## src/shared/hsm_consts.svh

```systemverilog
// hsm_consts.svh: offsets, codes, reset values and timing counts of the stage mode control block
// assumes a 10 MHz core clock; included by the design file, the checker, the supervisor model and the bench
`ifndef HSM_CONSTS_SVH
`define HSM_CONSTS_SVH

// register offsets
`define HSM_ADDR_SCHEME 8'h00
`define HSM_ADDR_LOCK 8'h04
`define HSM_ADDR_HEAT_FAN 8'h08
`define HSM_ADDR_LOW_SPEED 8'h0C
`define HSM_ADDR_FAN_MODE 8'h10
`define HSM_ADDR_SYS_MODE 8'h14
`define HSM_ADDR_ASSIGNED 8'h18
`define HSM_ADDR_HEARTBEAT 8'h1C
`define HSM_ADDR_HB_PERIOD 8'h20
`define HSM_ADDR_OCC_COOL 8'h24
`define HSM_ADDR_OCC_HEAT 8'h28
`define HSM_ADDR_UNOCC_COOL 8'h2C
`define HSM_ADDR_UNOCC_HEAT 8'h30
`define HSM_ADDR_DEADBAND 8'h34
`define HSM_ADDR_SHOWN 8'h38
`define HSM_ADDR_NET_OUT 8'h3C
`define HSM_ADDR_STATUS 8'h40
`define HSM_ADDR_CUR_TEMP 8'h44

// control scheme codes
`define HSM_SCHEME_AUTO 3'h1
`define HSM_SCHEME_MANUAL 3'h2
`define HSM_SCHEME_COOL_ONLY 3'h3
`define HSM_SCHEME_HEAT_ONLY 3'h4

// field positions
`define HSM_LOCK_NET_BIT 9
`define HSM_LOCK_MODE_BTN_BIT 1
`define HSM_LOCK_FAN_BTN_BIT 2
`define HSM_LOCK_SET_BTN_BIT 3

// codes
`define HSM_SPEED_STOP 2'h1
`define HSM_SPEED_LOW 2'h2
`define HSM_FAN_AUTO 2'h1
`define HSM_FAN_CONT 2'h2

// reset values and the stage-two band
`define HSM_RST_LOCK 16'h0000
`define HSM_RST_HB_PERIOD 16'h003C
`define HSM_RST_OCC_COOL 16'h00F0
`define HSM_RST_OCC_HEAT 16'h00D2
`define HSM_RST_UNOCC_COOL 16'h0118
`define HSM_RST_UNOCC_HEAT 16'h00B4
`define HSM_RST_DEADBAND 16'h0014
`define HSM_AUTO_BAND 16'h000A

// timing
`define HSM_CLK_HZ 10000000
`define HSM_TICK_CYCLES (`HSM_CLK_HZ / 1)
`define HSM_FAN_OFF_SEC 120
`define HSM_FLASH_BIT 0
`define HSM_SYNC_DEPTH 2'h2

`endif

```

## src/shared/hsm_pkg.sv

```systemverilog
// hsm_pkg.sv: types of the stage mode control block
// assumes hsm_consts.svh sits beside it on the include path
package hsm_pkg;

    typedef enum logic [1:0] {
        HSM_WM_MAIN = 2'b00,
        HSM_WM_VENT = 2'b01
    } hsm_work_t;

    typedef enum logic [1:0] {
        HSM_UI_IDLE = 2'b00,
        HSM_UI_MODE = 2'b01,
        HSM_UI_OCC = 2'b11
    } hsm_ui_t;

    typedef struct packed {
        logic mode;
        logic fan;
        logic up;
        logic down;
        logic set;
    } hsm_btn_t;

    typedef struct packed {
        logic cool1;
        logic cool2;
        logic heat1;
        logic heat2;
        logic fan;
    } hsm_out_t;

    typedef struct packed {
        logic active;
        logic stage1;
        logic stage2;
        logic auto_icon;
        logic fan_spin;
        logic unocc;
        logic heat_mode;
        logic vent;
    } hsm_ind_t;

    typedef struct packed {
        logic [2:0] scheme;
        logic [15:0] lock;
        logic heat_fan;
        logic [1:0] low_speed;
        logic [1:0] fan_mode;
        logic heat_mode;
        hsm_work_t work;
        logic [15:0] assigned;
        logic hb_last;
        logic [15:0] hb_period;
        logic [15:0] hb_count;
        logic hb_valid;
        logic [15:0] occ_cool;
        logic [15:0] occ_heat;
        logic [15:0] unocc_cool;
        logic [15:0] unocc_heat;
        logic [15:0] deadband;
        logic shown;
        hsm_out_t net_out;
        hsm_out_t outs;
        logic [23:0] pre;
        logic tick;
        logic [7:0] fan_off;
        logic fan_hold;
        logic was_call;
        logic flash;
        logic [1:0] warm;
        hsm_ui_t ui;
        logic occ_pending;
        logic unocc;
        hsm_btn_t btn_s1;
        hsm_btn_t btn_s2;
        hsm_btn_t btn_last;
        logic [15:0] sens_s1;
        logic [15:0] sens_s2;
        logic [15:0] cur_temp;
        logic [15:0] shown_value;
        hsm_ind_t ind;
        logic [31:0] rdata;
    } hsm_state_t;

endpackage

```

## src/hsm_stage_mode_ctrl.sv

```systemverilog
// hsm_stage_mode_ctrl.sv: control scheme, stage outputs, fan gating, fan-off delay, heartbeat
// assumes buttons and sensor are asynchronous; register port is on the core clock
`timescale 1ns/1ps
`include "hsm_consts.svh"

module hsm_stage_mode_ctrl (
    // clock and reset
    input wire logic i_core_clk,
    input wire logic i_rst,
    // register port
    input wire logic [7:0] i_addr,
    input wire logic [31:0] i_wdata,
    input wire logic i_wr,
    input wire logic i_rd,
    output logic [31:0] o_rdata,
    // panel and sensor
    input wire hsm_pkg::hsm_btn_t i_btn,
    input wire logic [15:0] i_sensor_temp,
    // equipment outputs and indicators
    output hsm_pkg::hsm_out_t o_outs,
    output hsm_pkg::hsm_ind_t o_ind,
    output logic [15:0] o_shown_value
);

    hsm_pkg::hsm_state_t s_reg;
    hsm_pkg::hsm_state_t s_next;
    // next-state temporaries
    hsm_pkg::hsm_btn_t press;
    logic [15:0] cool_sp;
    logic [15:0] heat_sp;
    logic [15:0] temp;
    logic cool_call1;
    logic cool_call2;
    logic heat_call1;
    logic heat_call2;
    logic call;
    logic fan_run;
    logic hb_toggle;
    logic warm_ok;

    // ------------------------------------------------------------
    // next state
    // ------------------------------------------------------------
    always_comb begin
        s_next = s_reg;
        // no changeover or call until the sensor synchroniser holds a real sample
        warm_ok = (s_reg.warm == `HSM_SYNC_DEPTH);
        if (!warm_ok) begin
            s_next.warm = s_reg.warm + 2'h1;
        end
        press = s_reg.btn_s2 & ~s_reg.btn_last;
        s_next.btn_s1 = i_btn;
        s_next.btn_s2 = s_reg.btn_s1;
        s_next.btn_last = s_reg.btn_s2;
        s_next.sens_s1 = i_sensor_temp;
        s_next.sens_s2 = s_reg.sens_s1;
        hb_toggle = 1'b0;

        // one-second tick
        s_next.tick = 1'b0;
        if (s_reg.pre == 24'(`HSM_TICK_CYCLES - 1)) begin
            s_next.pre = 24'h000000;
            s_next.tick = 1'b1;
        end else begin
            s_next.pre = s_reg.pre + 24'h000001;
        end

        // register writes
        if (i_wr) begin
            if (i_addr == `HSM_ADDR_SCHEME) begin
                if (i_wdata[2:0] == `HSM_SCHEME_AUTO || i_wdata[2:0] == `HSM_SCHEME_MANUAL) begin
                    s_next.scheme = i_wdata[2:0];
                end
            end else if (i_addr == `HSM_ADDR_LOCK) begin
                s_next.lock = i_wdata[15:0];
            end else if (i_addr == `HSM_ADDR_HEAT_FAN) begin
                s_next.heat_fan = i_wdata[0];
            end else if (i_addr == `HSM_ADDR_LOW_SPEED) begin
                if (i_wdata[1:0] == `HSM_SPEED_STOP || i_wdata[1:0] == `HSM_SPEED_LOW) begin
                    s_next.low_speed = i_wdata[1:0];
                end
            end else if (i_addr == `HSM_ADDR_FAN_MODE) begin
                if (i_wdata[1:0] == `HSM_FAN_AUTO || i_wdata[1:0] == `HSM_FAN_CONT) begin
                    s_next.fan_mode = i_wdata[1:0];
                end
            end else if (i_addr == `HSM_ADDR_SYS_MODE) begin
                if (s_reg.scheme == `HSM_SCHEME_MANUAL) begin
                    s_next.heat_mode = i_wdata[0];
                end
            end else if (i_addr == `HSM_ADDR_ASSIGNED) begin
                s_next.assigned = i_wdata[15:0];
            end else if (i_addr == `HSM_ADDR_HEARTBEAT) begin
                hb_toggle = (i_wdata[0] != s_reg.hb_last);
                s_next.hb_last = i_wdata[0];
            end else if (i_addr == `HSM_ADDR_HB_PERIOD) begin
                s_next.hb_period = i_wdata[15:0];
            end else if (i_addr == `HSM_ADDR_OCC_COOL) begin
                s_next.occ_cool = i_wdata[15:0];
            end else if (i_addr == `HSM_ADDR_OCC_HEAT) begin
                s_next.occ_heat = i_wdata[15:0];
            end else if (i_addr == `HSM_ADDR_UNOCC_COOL) begin
                s_next.unocc_cool = i_wdata[15:0];
            end else if (i_addr == `HSM_ADDR_UNOCC_HEAT) begin
                s_next.unocc_heat = i_wdata[15:0];
            end else if (i_addr == `HSM_ADDR_DEADBAND) begin
                s_next.deadband = i_wdata[15:0];
            end else if (i_addr == `HSM_ADDR_SHOWN) begin
                s_next.shown = i_wdata[0];
            end else if (i_addr == `HSM_ADDR_NET_OUT) begin
                s_next.net_out = i_wdata[4:0];
            end
        end

        // heartbeat supervision
        if (hb_toggle) begin
            s_next.hb_count = 16'h0000;
            s_next.hb_valid = 1'b1;
        end else if (s_reg.tick && s_reg.hb_valid) begin
            if (s_reg.hb_count + 16'h0001 >= s_reg.hb_period) begin
                s_next.hb_valid = 1'b0;
            end else begin
                s_next.hb_count = s_reg.hb_count + 16'h0001;
            end
        end
        temp = s_reg.hb_valid ? s_reg.assigned : s_reg.sens_s2;
        s_next.cur_temp = temp;

        // panel: mode, fan and occupancy buttons
        case (s_reg.ui)
            hsm_pkg::HSM_UI_IDLE: begin
                if (press.mode && !s_reg.lock[`HSM_LOCK_MODE_BTN_BIT]) begin
                    s_next.ui = hsm_pkg::HSM_UI_MODE;
                end else if (press.set && !s_reg.lock[`HSM_LOCK_SET_BTN_BIT]) begin
                    s_next.ui = hsm_pkg::HSM_UI_OCC;
                    s_next.occ_pending = s_reg.unocc;
                end
            end
            hsm_pkg::HSM_UI_MODE: begin
                if (press.up || press.down) begin
                    // heat/cool main, then vent; manual scheme also swaps heat and cool
                    if (s_reg.scheme == `HSM_SCHEME_MANUAL && s_reg.work == hsm_pkg::HSM_WM_VENT) begin
                        s_next.heat_mode = ~s_reg.heat_mode;
                        s_next.work = hsm_pkg::HSM_WM_MAIN;
                    end else begin
                        s_next.work = (s_reg.work == hsm_pkg::HSM_WM_MAIN) ?
                            hsm_pkg::HSM_WM_VENT : hsm_pkg::HSM_WM_MAIN;
                    end
                end else if (press.mode || press.set) begin
                    s_next.ui = hsm_pkg::HSM_UI_IDLE;
                end
            end
            hsm_pkg::HSM_UI_OCC: begin
                if (press.up || press.down) begin
                    s_next.occ_pending = ~s_reg.occ_pending;
                end else if (press.set || press.mode) begin
                    s_next.unocc = s_reg.occ_pending;
                    s_next.ui = hsm_pkg::HSM_UI_IDLE;
                end
            end
            default: begin
                s_next.ui = hsm_pkg::HSM_UI_IDLE;
            end
        endcase
        if (press.fan && !s_reg.lock[`HSM_LOCK_FAN_BTN_BIT]) begin
            s_next.fan_mode = (s_reg.fan_mode == `HSM_FAN_AUTO) ? `HSM_FAN_CONT : `HSM_FAN_AUTO;
        end

        // automatic changeover and stage calls
        cool_sp = s_reg.unocc ? s_reg.unocc_cool : s_reg.occ_cool;
        heat_sp = s_reg.unocc ? s_reg.unocc_heat : s_reg.occ_heat;
        if (s_reg.scheme == `HSM_SCHEME_AUTO && warm_ok) begin
            if (s_reg.heat_mode && temp > cool_sp) begin
                s_next.heat_mode = 1'b0;
            end else if (!s_reg.heat_mode && temp < heat_sp) begin
                s_next.heat_mode = 1'b1;
            end
        end
        cool_call1 = warm_ok && !s_reg.heat_mode && s_reg.work == hsm_pkg::HSM_WM_MAIN && temp > cool_sp;
        cool_call2 = cool_call1 && temp > cool_sp + `HSM_AUTO_BAND;
        heat_call1 = warm_ok && s_reg.heat_mode && s_reg.work == hsm_pkg::HSM_WM_MAIN && temp < heat_sp;
        heat_call2 = heat_call1 && temp + `HSM_AUTO_BAND < heat_sp;
        call = cool_call1 || heat_call1;
        s_next.was_call = call;

        // fan-off delay after a control action
        if (call) begin
            s_next.fan_hold = 1'b0;
            s_next.fan_off = 8'h00;
        end else if (s_reg.was_call && s_reg.low_speed == `HSM_SPEED_STOP) begin
            s_next.fan_hold = 1'b1;
            s_next.fan_off = 8'h00;
        end else if (s_reg.was_call && s_reg.low_speed == `HSM_SPEED_LOW) begin
            s_next.fan_hold = 1'b1;
        end else if (s_reg.fan_hold && s_reg.low_speed == `HSM_SPEED_STOP && s_reg.tick) begin
            if (s_reg.fan_off == 8'(`HSM_FAN_OFF_SEC - 1)) begin
                s_next.fan_hold = 1'b0;
            end else begin
                s_next.fan_off = s_reg.fan_off + 8'h01;
            end
        end
        if (s_reg.tick) begin
            s_next.flash = ~s_reg.flash;
        end

        fan_run = (s_reg.fan_mode == `HSM_FAN_CONT) || s_reg.fan_hold ||
                  (call && s_reg.work == hsm_pkg::HSM_WM_MAIN) || s_reg.work == hsm_pkg::HSM_WM_VENT;
        if (s_reg.heat_mode && !s_reg.heat_fan) begin
            fan_run = 1'b0;
        end

        // output owner
        if (s_reg.lock[`HSM_LOCK_NET_BIT]) begin
            s_next.outs = s_reg.net_out;
        end else begin
            s_next.outs.cool1 = cool_call1;
            s_next.outs.cool2 = cool_call2;
            s_next.outs.heat1 = heat_call1;
            s_next.outs.heat2 = heat_call2;
            s_next.outs.fan = fan_run;
        end

        // indicators
        s_next.ind.active = s_reg.outs.cool1 | s_reg.outs.cool2 | s_reg.outs.heat1 | s_reg.outs.heat2;
        s_next.ind.stage1 = s_reg.outs.cool1 | s_reg.outs.heat1;
        s_next.ind.stage2 = s_reg.outs.cool2 | s_reg.outs.heat2;
        s_next.ind.auto_icon = (s_reg.fan_mode == `HSM_FAN_AUTO) &&
                               !(s_reg.fan_hold && s_reg.low_speed == `HSM_SPEED_STOP && s_reg.flash);
        s_next.ind.fan_spin = s_reg.outs.fan;
        s_next.ind.unocc = s_reg.unocc;
        s_next.ind.heat_mode = s_reg.heat_mode;
        s_next.ind.vent = (s_reg.work == hsm_pkg::HSM_WM_VENT);
        s_next.shown_value = s_reg.shown ? (s_reg.heat_mode ? heat_sp : cool_sp) : temp;

        // register reads
        s_next.rdata = 32'h00000000;
        if (i_rd) begin
            if (i_addr == `HSM_ADDR_SCHEME) begin
                s_next.rdata = {29'h0, s_reg.scheme};
            end else if (i_addr == `HSM_ADDR_LOCK) begin
                s_next.rdata = {16'h0, s_reg.lock};
            end else if (i_addr == `HSM_ADDR_HEAT_FAN) begin
                s_next.rdata = {31'h0, s_reg.heat_fan};
            end else if (i_addr == `HSM_ADDR_LOW_SPEED) begin
                s_next.rdata = {30'h0, s_reg.low_speed};
            end else if (i_addr == `HSM_ADDR_FAN_MODE) begin
                s_next.rdata = {30'h0, s_reg.fan_mode};
            end else if (i_addr == `HSM_ADDR_SYS_MODE) begin
                s_next.rdata = {31'h0, s_reg.heat_mode};
            end else if (i_addr == `HSM_ADDR_ASSIGNED) begin
                s_next.rdata = {16'h0, s_reg.assigned};
            end else if (i_addr == `HSM_ADDR_HEARTBEAT) begin
                s_next.rdata = {31'h0, s_reg.hb_last};
            end else if (i_addr == `HSM_ADDR_HB_PERIOD) begin
                s_next.rdata = {16'h0, s_reg.hb_period};
            end else if (i_addr == `HSM_ADDR_OCC_COOL) begin
                s_next.rdata = {16'h0, s_reg.occ_cool};
            end else if (i_addr == `HSM_ADDR_OCC_HEAT) begin
                s_next.rdata = {16'h0, s_reg.occ_heat};
            end else if (i_addr == `HSM_ADDR_UNOCC_COOL) begin
                s_next.rdata = {16'h0, s_reg.unocc_cool};
            end else if (i_addr == `HSM_ADDR_UNOCC_HEAT) begin
                s_next.rdata = {16'h0, s_reg.unocc_heat};
            end else if (i_addr == `HSM_ADDR_DEADBAND) begin
                s_next.rdata = {16'h0, s_reg.deadband};
            end else if (i_addr == `HSM_ADDR_SHOWN) begin
                s_next.rdata = {31'h0, s_reg.shown};
            end else if (i_addr == `HSM_ADDR_NET_OUT) begin
                s_next.rdata = {27'h0, s_reg.net_out};
            end else if (i_addr == `HSM_ADDR_STATUS) begin
                s_next.rdata = {16'h0, 4'h0, s_reg.hb_valid, s_reg.fan_hold, s_reg.unocc,
                                s_reg.ind, s_reg.work == hsm_pkg::HSM_WM_VENT};
            end else if (i_addr == `HSM_ADDR_CUR_TEMP) begin
                s_next.rdata = {16'h0, s_reg.cur_temp};
            end
        end
    end

    // ------------------------------------------------------------
    // state register
    // ------------------------------------------------------------
    always_ff @(posedge i_core_clk or posedge i_rst) begin
        if (i_rst) begin
            s_reg <= '0;
            s_reg.scheme <= `HSM_SCHEME_AUTO;
            s_reg.lock <= `HSM_RST_LOCK;
            s_reg.low_speed <= `HSM_SPEED_STOP;
            s_reg.fan_mode <= `HSM_FAN_AUTO;
            s_reg.hb_period <= `HSM_RST_HB_PERIOD;
            s_reg.occ_cool <= `HSM_RST_OCC_COOL;
            s_reg.occ_heat <= `HSM_RST_OCC_HEAT;
            s_reg.unocc_cool <= `HSM_RST_UNOCC_COOL;
            s_reg.unocc_heat <= `HSM_RST_UNOCC_HEAT;
            s_reg.deadband <= `HSM_RST_DEADBAND;
        end else begin
            s_reg <= s_next;
        end
    end

    assign o_rdata = s_reg.rdata;
    assign o_outs = s_reg.outs;
    assign o_ind = s_reg.ind;
    assign o_shown_value = s_reg.shown_value;

endmodule // hsm_stage_mode_ctrl

```

## config.mk

```make
export PLATFORM = sky130hd
export DESIGN_NAME = hsm_stage_mode_ctrl
export DESIGN_NICKNAME = d
export VERILOG_FILES = /design/src/shared/hsm_pkg.sv /design/src/hsm_stage_mode_ctrl.sv
export VERILOG_INCLUDE_DIRS = /design/src /design/src/shared
export SDC_FILE = /design/constraint.sdc
export NUM_CORES = 1
export LEC_CHECK = 0
export BUFFER_PORTS_ARGS = -buffer_cell sky130_fd_sc_hd__clkbuf_2
export CORE_MARGIN = 2
export CORE_UTILIZATION = 47
export DETAILED_ROUTE_END_ITERATION = 10
export GPL_TIMING_DRIVEN = 1
export PLACE_DENSITY_LB_ADDON = 0.05
export SLEW_MARGIN = 20
export SYNTH_ARGS = -nofsm -noshare
export SYNTH_HDL_FRONTEND = slang
export SYNTH_SLANG_ARGS = --single-unit
```

## constraint.sdc

```tcl
create_clock -name i_core_clk -period 13.6 [get_ports i_core_clk]
set_input_delay 2.04 -clock i_core_clk [delete_from_list [all_inputs] [get_ports i_core_clk]]
set_output_delay 2.04 -clock i_core_clk [all_outputs]
set_load 0.02 [all_outputs]
```

==> results by stage <==
Power and ir drop:
- The share of total power dissipated in the clock network is 0.405.
- After layout, the design draws a total of 2.43 mW.
- The peak supply drop is about 0.11 mV.
- In this run the static leakage power is 8.41 nW.
- For this design the total switching power over the nets is just over 0.7 mW.
- The share of total power dissipated in sequential elements is 0.433.
- The power density over the cells is ~130 nW/um2.
- The internal power of the cells totals around 1.7 mW.
- The share of power burned in combinational logic is 0.162.
- The share of total power consumed by net switching is 0.291.

Synth:
- The synthesis warning total is 0.
- The largest family of logic cells by synthesized area is simple AND/OR/NAND/NOR gates.
- Of the total synthesized cell area, the portion taken by full adders, half adders and majority gates is 0.0630.
- By area the synthesized netlist is led by sky130_fd_sc_hd__dfrtp_1 43%, sky130_fd_sc_hd__mux2_2 7.8%, sky130_fd_sc_hd__ha_1 6.3%.
- For this run, asynchronously set or reset flops after synthesis account for 1.00.
- The xor-xnor portion of the synthesized cell area is 0.0410.
- The multiplexer share of the synthesized area is 0.124.
- The sequential area share after synthesis is 0.464.
- The fraction of post-synthesis cell area in the top cell type by area is 0.427.
- The largest total area in the synthesized netlist belongs to sky130_fd_sc_hd__dfrtp_1.
- The synthesis-stage register bit count is between 300 and 400.
- Counting distinct cell types in the post-synthesis netlist gives between 80 and 90.
- The mean instance size in the synthesized netlist is roughly 11 um2.
- The share of the synthesized area in compound gates (AO/OA/AOI/OAI) is 0.112.
- The number of flops mapped to enable cells by yosys is 0.
- The top flip-flop cell by instance count after synthesis is sky130_fd_sc_hd__dfrtp_1.
- Of the total synthesized cell area, the portion taken by AND, OR, NAND and NOR gates is 0.140.
- Synthesis produced a netlist whose cell count is around 1600.
- The total standard cell area after synthesis is about 17000 um2.

Worst setup path:
- The worst setup path is captured at a register.
- The highest net fanout along the worst path is 38.
- The data required time at the worst endpoint is about 14000 ps.
- The type of the setup path with the least slack is register to register.
- The data arrival time at the worst-slack endpoint is between 5000 and 6000 ps.
- The worst setup path is launched from a register.

Routing:
- The via density per instance is just under 6.
- The routed wire length is just under 50000 um.
- Dividing the detail-routed wire length by the instance count gives 22.8 um.
- The number of iterations in the first detailed-routing pass is 5.
- The final routed DRC violation total is 0.
- The total number of vias is roughly 12000.
- In this run the remaining antenna-violating nets after routing total 0.
- The number of DRC violations after detailed-routing iteration 0 is ~830.

STA:
- Between clock sinks in the finished design, the worst skew comes to between 20 and 25 ps.
- The worst path meets setup with a little under 9000 ps of slack.
- Setup repair after global routing left no endpoint under its margin.
- Setup violations remaining at the end of the flow were counted as 0.
- The peak clock frequency supported by timing is roughly 0.2 GHz.
- The final sum of negative setup slack is 0 ps.
- Dividing the final minimum period by the clock period gives 0.358.
- At the pin with the least slew margin, the transition time is between 1000 and 1500 ps.
- The max-slew headroom at the worst pin is 0.307.
- The shortest clock period the worst path allows after layout is 4870 ps.
- The number of hold-slack violations in the final timing report is 0.
- The number of pins with negative max-slew slack in the final report is 0.

CTS:
- The clock tree buffer depth is 3.
- The insertion delay to the later sink of the worst-skew pair is between 500 and 600 ps.
- The cell at the root of the clock tree is sky130_fd_sc_hd__clkbuf_16.
- The post-CTS setup buffer count is 0.
- The number of gates resized after cts is 0.
- For this design, the CTS-stage hold fixing added 0 buffers.
- TritonCTS built the clock tree.
- The clock tree synthesis step divided the H-tree into 2 levels.
- After clock tree synthesis, the clock-pin slew on the worst setup and hold paths is around 60 ps.
- TritonCTS created 37 clock buffers.
- The tree built by TritonCTS fans out to 312 sinks.

Global routing:
- For this run the aggregate overflow at the end of global routing stands at 0.
- Entering global routing, the biggest net connects roughly 110 pins.
- The initial antenna violation count came to 0.
- The via count of the first global-routing pass came to about 12000.
- The combined global-route utilization of all metal layers is 0.257.
- The first-pass GRT wire length is around 74000 um.

Floorplan:
- The core area is between 30000 and 40000 um2.
- The I/O pin total is 126.
- The die is around 190 um wide.
- Measured along the y axis, the die boundary spans ~190 um.
- The row count is just under 70.
- The starting density of the core is 0.476.
- The floorplan die area is 37400 um2.

Worst hold path:
- In this run the worst hold path is classified as register to register.

Finish:
- Of the cells placed in the final design, the portion with a size suffix greater than 1 is 0.216.
- The multi-input combinational cells in the finished layout cover a total of 8150 um2.
- The layout-stage area growth over the synthesis result is 10.0%.
- The area occupied by registers is just under 8000 um2.
- The finished cells cover 18600 um2.
- Once layout is complete, the utilization of the core stands at 0.523.
- The flip-flop count of the largest register, all copies and words added is about 240.
- Counting the fill cells in the layout gives 3231.
- 0 antenna diodes ended up in the layout.
- For this run, the post-layout net count is roughly 1800.

Placement:
- The routability congestion estimate is between 0.9 and 1.
- In this run the tool buffered the top-level ports with 93 buffer cells.
- The total placed instance area is about 17000 um2.
- The wire-length estimate of the detail-placed layout is approximately 34000 um.
- OpenSTA, run right after detailed placement, puts the worst setup slack at around 8400 ps.

Outcome:
- The flow ran to the end, and the final reports show no timing, DRC or antenna violations.

Job:
- Across the run, the number of max-cap violations was 0.
worst max-delay path, stage by stage, from the launching register on:
cell                        delay [ps]
sky130_fd_sc_hd__dfrtp_2           330
sky130_fd_sc_hd__buf_4             520
sky130_fd_sc_hd__mux2i_1           500
sky130_fd_sc_hd__inv_1             120
sky130_fd_sc_hd__ha_1              280
sky130_fd_sc_hd__o211ai_1          160
sky130_fd_sc_hd__o21ai_0           190
sky130_fd_sc_hd__nor2b_1           240
sky130_fd_sc_hd__and3_1            240
sky130_fd_sc_hd__and4bb_2          230
sky130_fd_sc_hd__xor2_1            140
sky130_fd_sc_hd__ha_1              310
sky130_fd_sc_hd__nand4_1           130
sky130_fd_sc_hd__nor2_1             70
sky130_fd_sc_hd__nand2_1            80
sky130_fd_sc_hd__nor2_1             70
sky130_fd_sc_hd__a2111oi_0         850
sky130_fd_sc_hd__o31ai_1           220
placed cells by master, fill, tap and decap left out, drive strengths merged, types with 12 or more instances in the layout:
master,instances
nand2b,13
o21ai,103
clkinv,12
and3,13
nand2,165
a22oi,19
buf,21
nand3,55
nor3,26
a21oi,75
nor2,87
xor2,37
dfstp,24
o211ai,16
conb,16
xnor2,42
inv,43
mux2i,70
ha,85
nand4,20
dfrtp,288
clkbuf,142
mux2,117
power by group through the flow:
stage / combinational, mW / clock (mW) / sequential [mW]
final: 0.394 / 0.984 / 1.05
after detailed placement: 0.396 / 0 / 1.07
after global placement: 0.389 / 0 / 1.06
after CTS: 0.397 / 1.00 / 1.05
after global routing: 0.436 / 1.04 / 1.06
after floorplan: 0.308 / 0 / 1.04
area by class of cell:
type	instances	area share
Sequential cell	312	0.422
Tap cell	461	0.0311
Multi-Input combinational cell	1123	0.439
Timing Repair Buffer	113	0.0334
Inverter	44	0.00930
Clock buffer	50	0.0569
Clock inverter	15	0.00802
layer usage:
metal / track usage / wire (um) / vias to the layer above
li1: - / - / 5703
met1: 0.383 / 23100 / 6106
met2: 0.387 / 21400 / 327
met3: 0.0455 / 2700 / 70
met4: 0.0664 / 990 / 0
met5: 0 / 0 / -
Yosys cell counts (6+ instances only):
cell type	instances
sky130_fd_sc_hd__xor2_1	37
sky130_fd_sc_hd__nor2b_1	11
sky130_fd_sc_hd__a22oi_1	19
sky130_fd_sc_hd__clkbuf_1	23
sky130_fd_sc_hd__o31ai_1	6
sky130_fd_sc_hd__mux2_2	117
sky130_fd_sc_hd__o211ai_1	16
sky130_fd_sc_hd__nand4_1	17
sky130_fd_sc_hd__nor2_1	84
sky130_fd_sc_hd__nand2b_1	13
sky130_fd_sc_hd__ha_1	85
sky130_fd_sc_hd__dfrtp_1	288
sky130_fd_sc_hd__buf_2	30
sky130_fd_sc_hd__inv_1	43
sky130_fd_sc_hd__a211oi_1	8
sky130_fd_sc_hd__a221oi_1	6
sky130_fd_sc_hd__nor3_1	23
sky130_fd_sc_hd__dfstp_2	24
sky130_fd_sc_hd__buf_4	63
sky130_fd_sc_hd__and3_1	11
sky130_fd_sc_hd__a2111oi_0	6
sky130_fd_sc_hd__mux2i_1	70
sky130_fd_sc_hd__o21ai_0	100
sky130_fd_sc_hd__xnor2_1	42
sky130_fd_sc_hd__and2_1	10
sky130_fd_sc_hd__a31oi_1	11
sky130_fd_sc_hd__o22ai_1	10
sky130_fd_sc_hd__nand3_1	51
sky130_fd_sc_hd__nand2_1	163
sky130_fd_sc_hd__a21oi_1	75
sky130_fd_sc_hd__a21o_1	11
cells by family after synthesis:
group,after synthesis
flops,312
compound gates,305
buf+inv,168
mux,190
fa+ha+maj,85
simple gates,448
other cells,1
xor+xnor,79
worst paths after layout:
path | from | slack [ps] | depth (start not counted) | endpoint
min in group asynchronous | i_rst | 1610 | 2 | o_outs[0]
max reg2reg | s_next[34] | 8730 | 17 | o_outs[3]
max | s_next[34] | 8730 | 17 | o_outs[3]
max in group asynchronous | i_rst | 10580 | 3 | o_rdata[13]
min reg2reg | s_next[82] | 350 | 0 | s_reg[82]
min | s_next[82] | 350 | 0 | s_reg[82]
per-stage QoR:
stage               hold slack [ps]  cells
floorplan                       331   1603
global placement                333   2053
detailed placement              335   2053
CTS                             349   2118
global route                    355   2118
finish                          347   2118
Note: power is estimated with default switching activity, not from simulation.
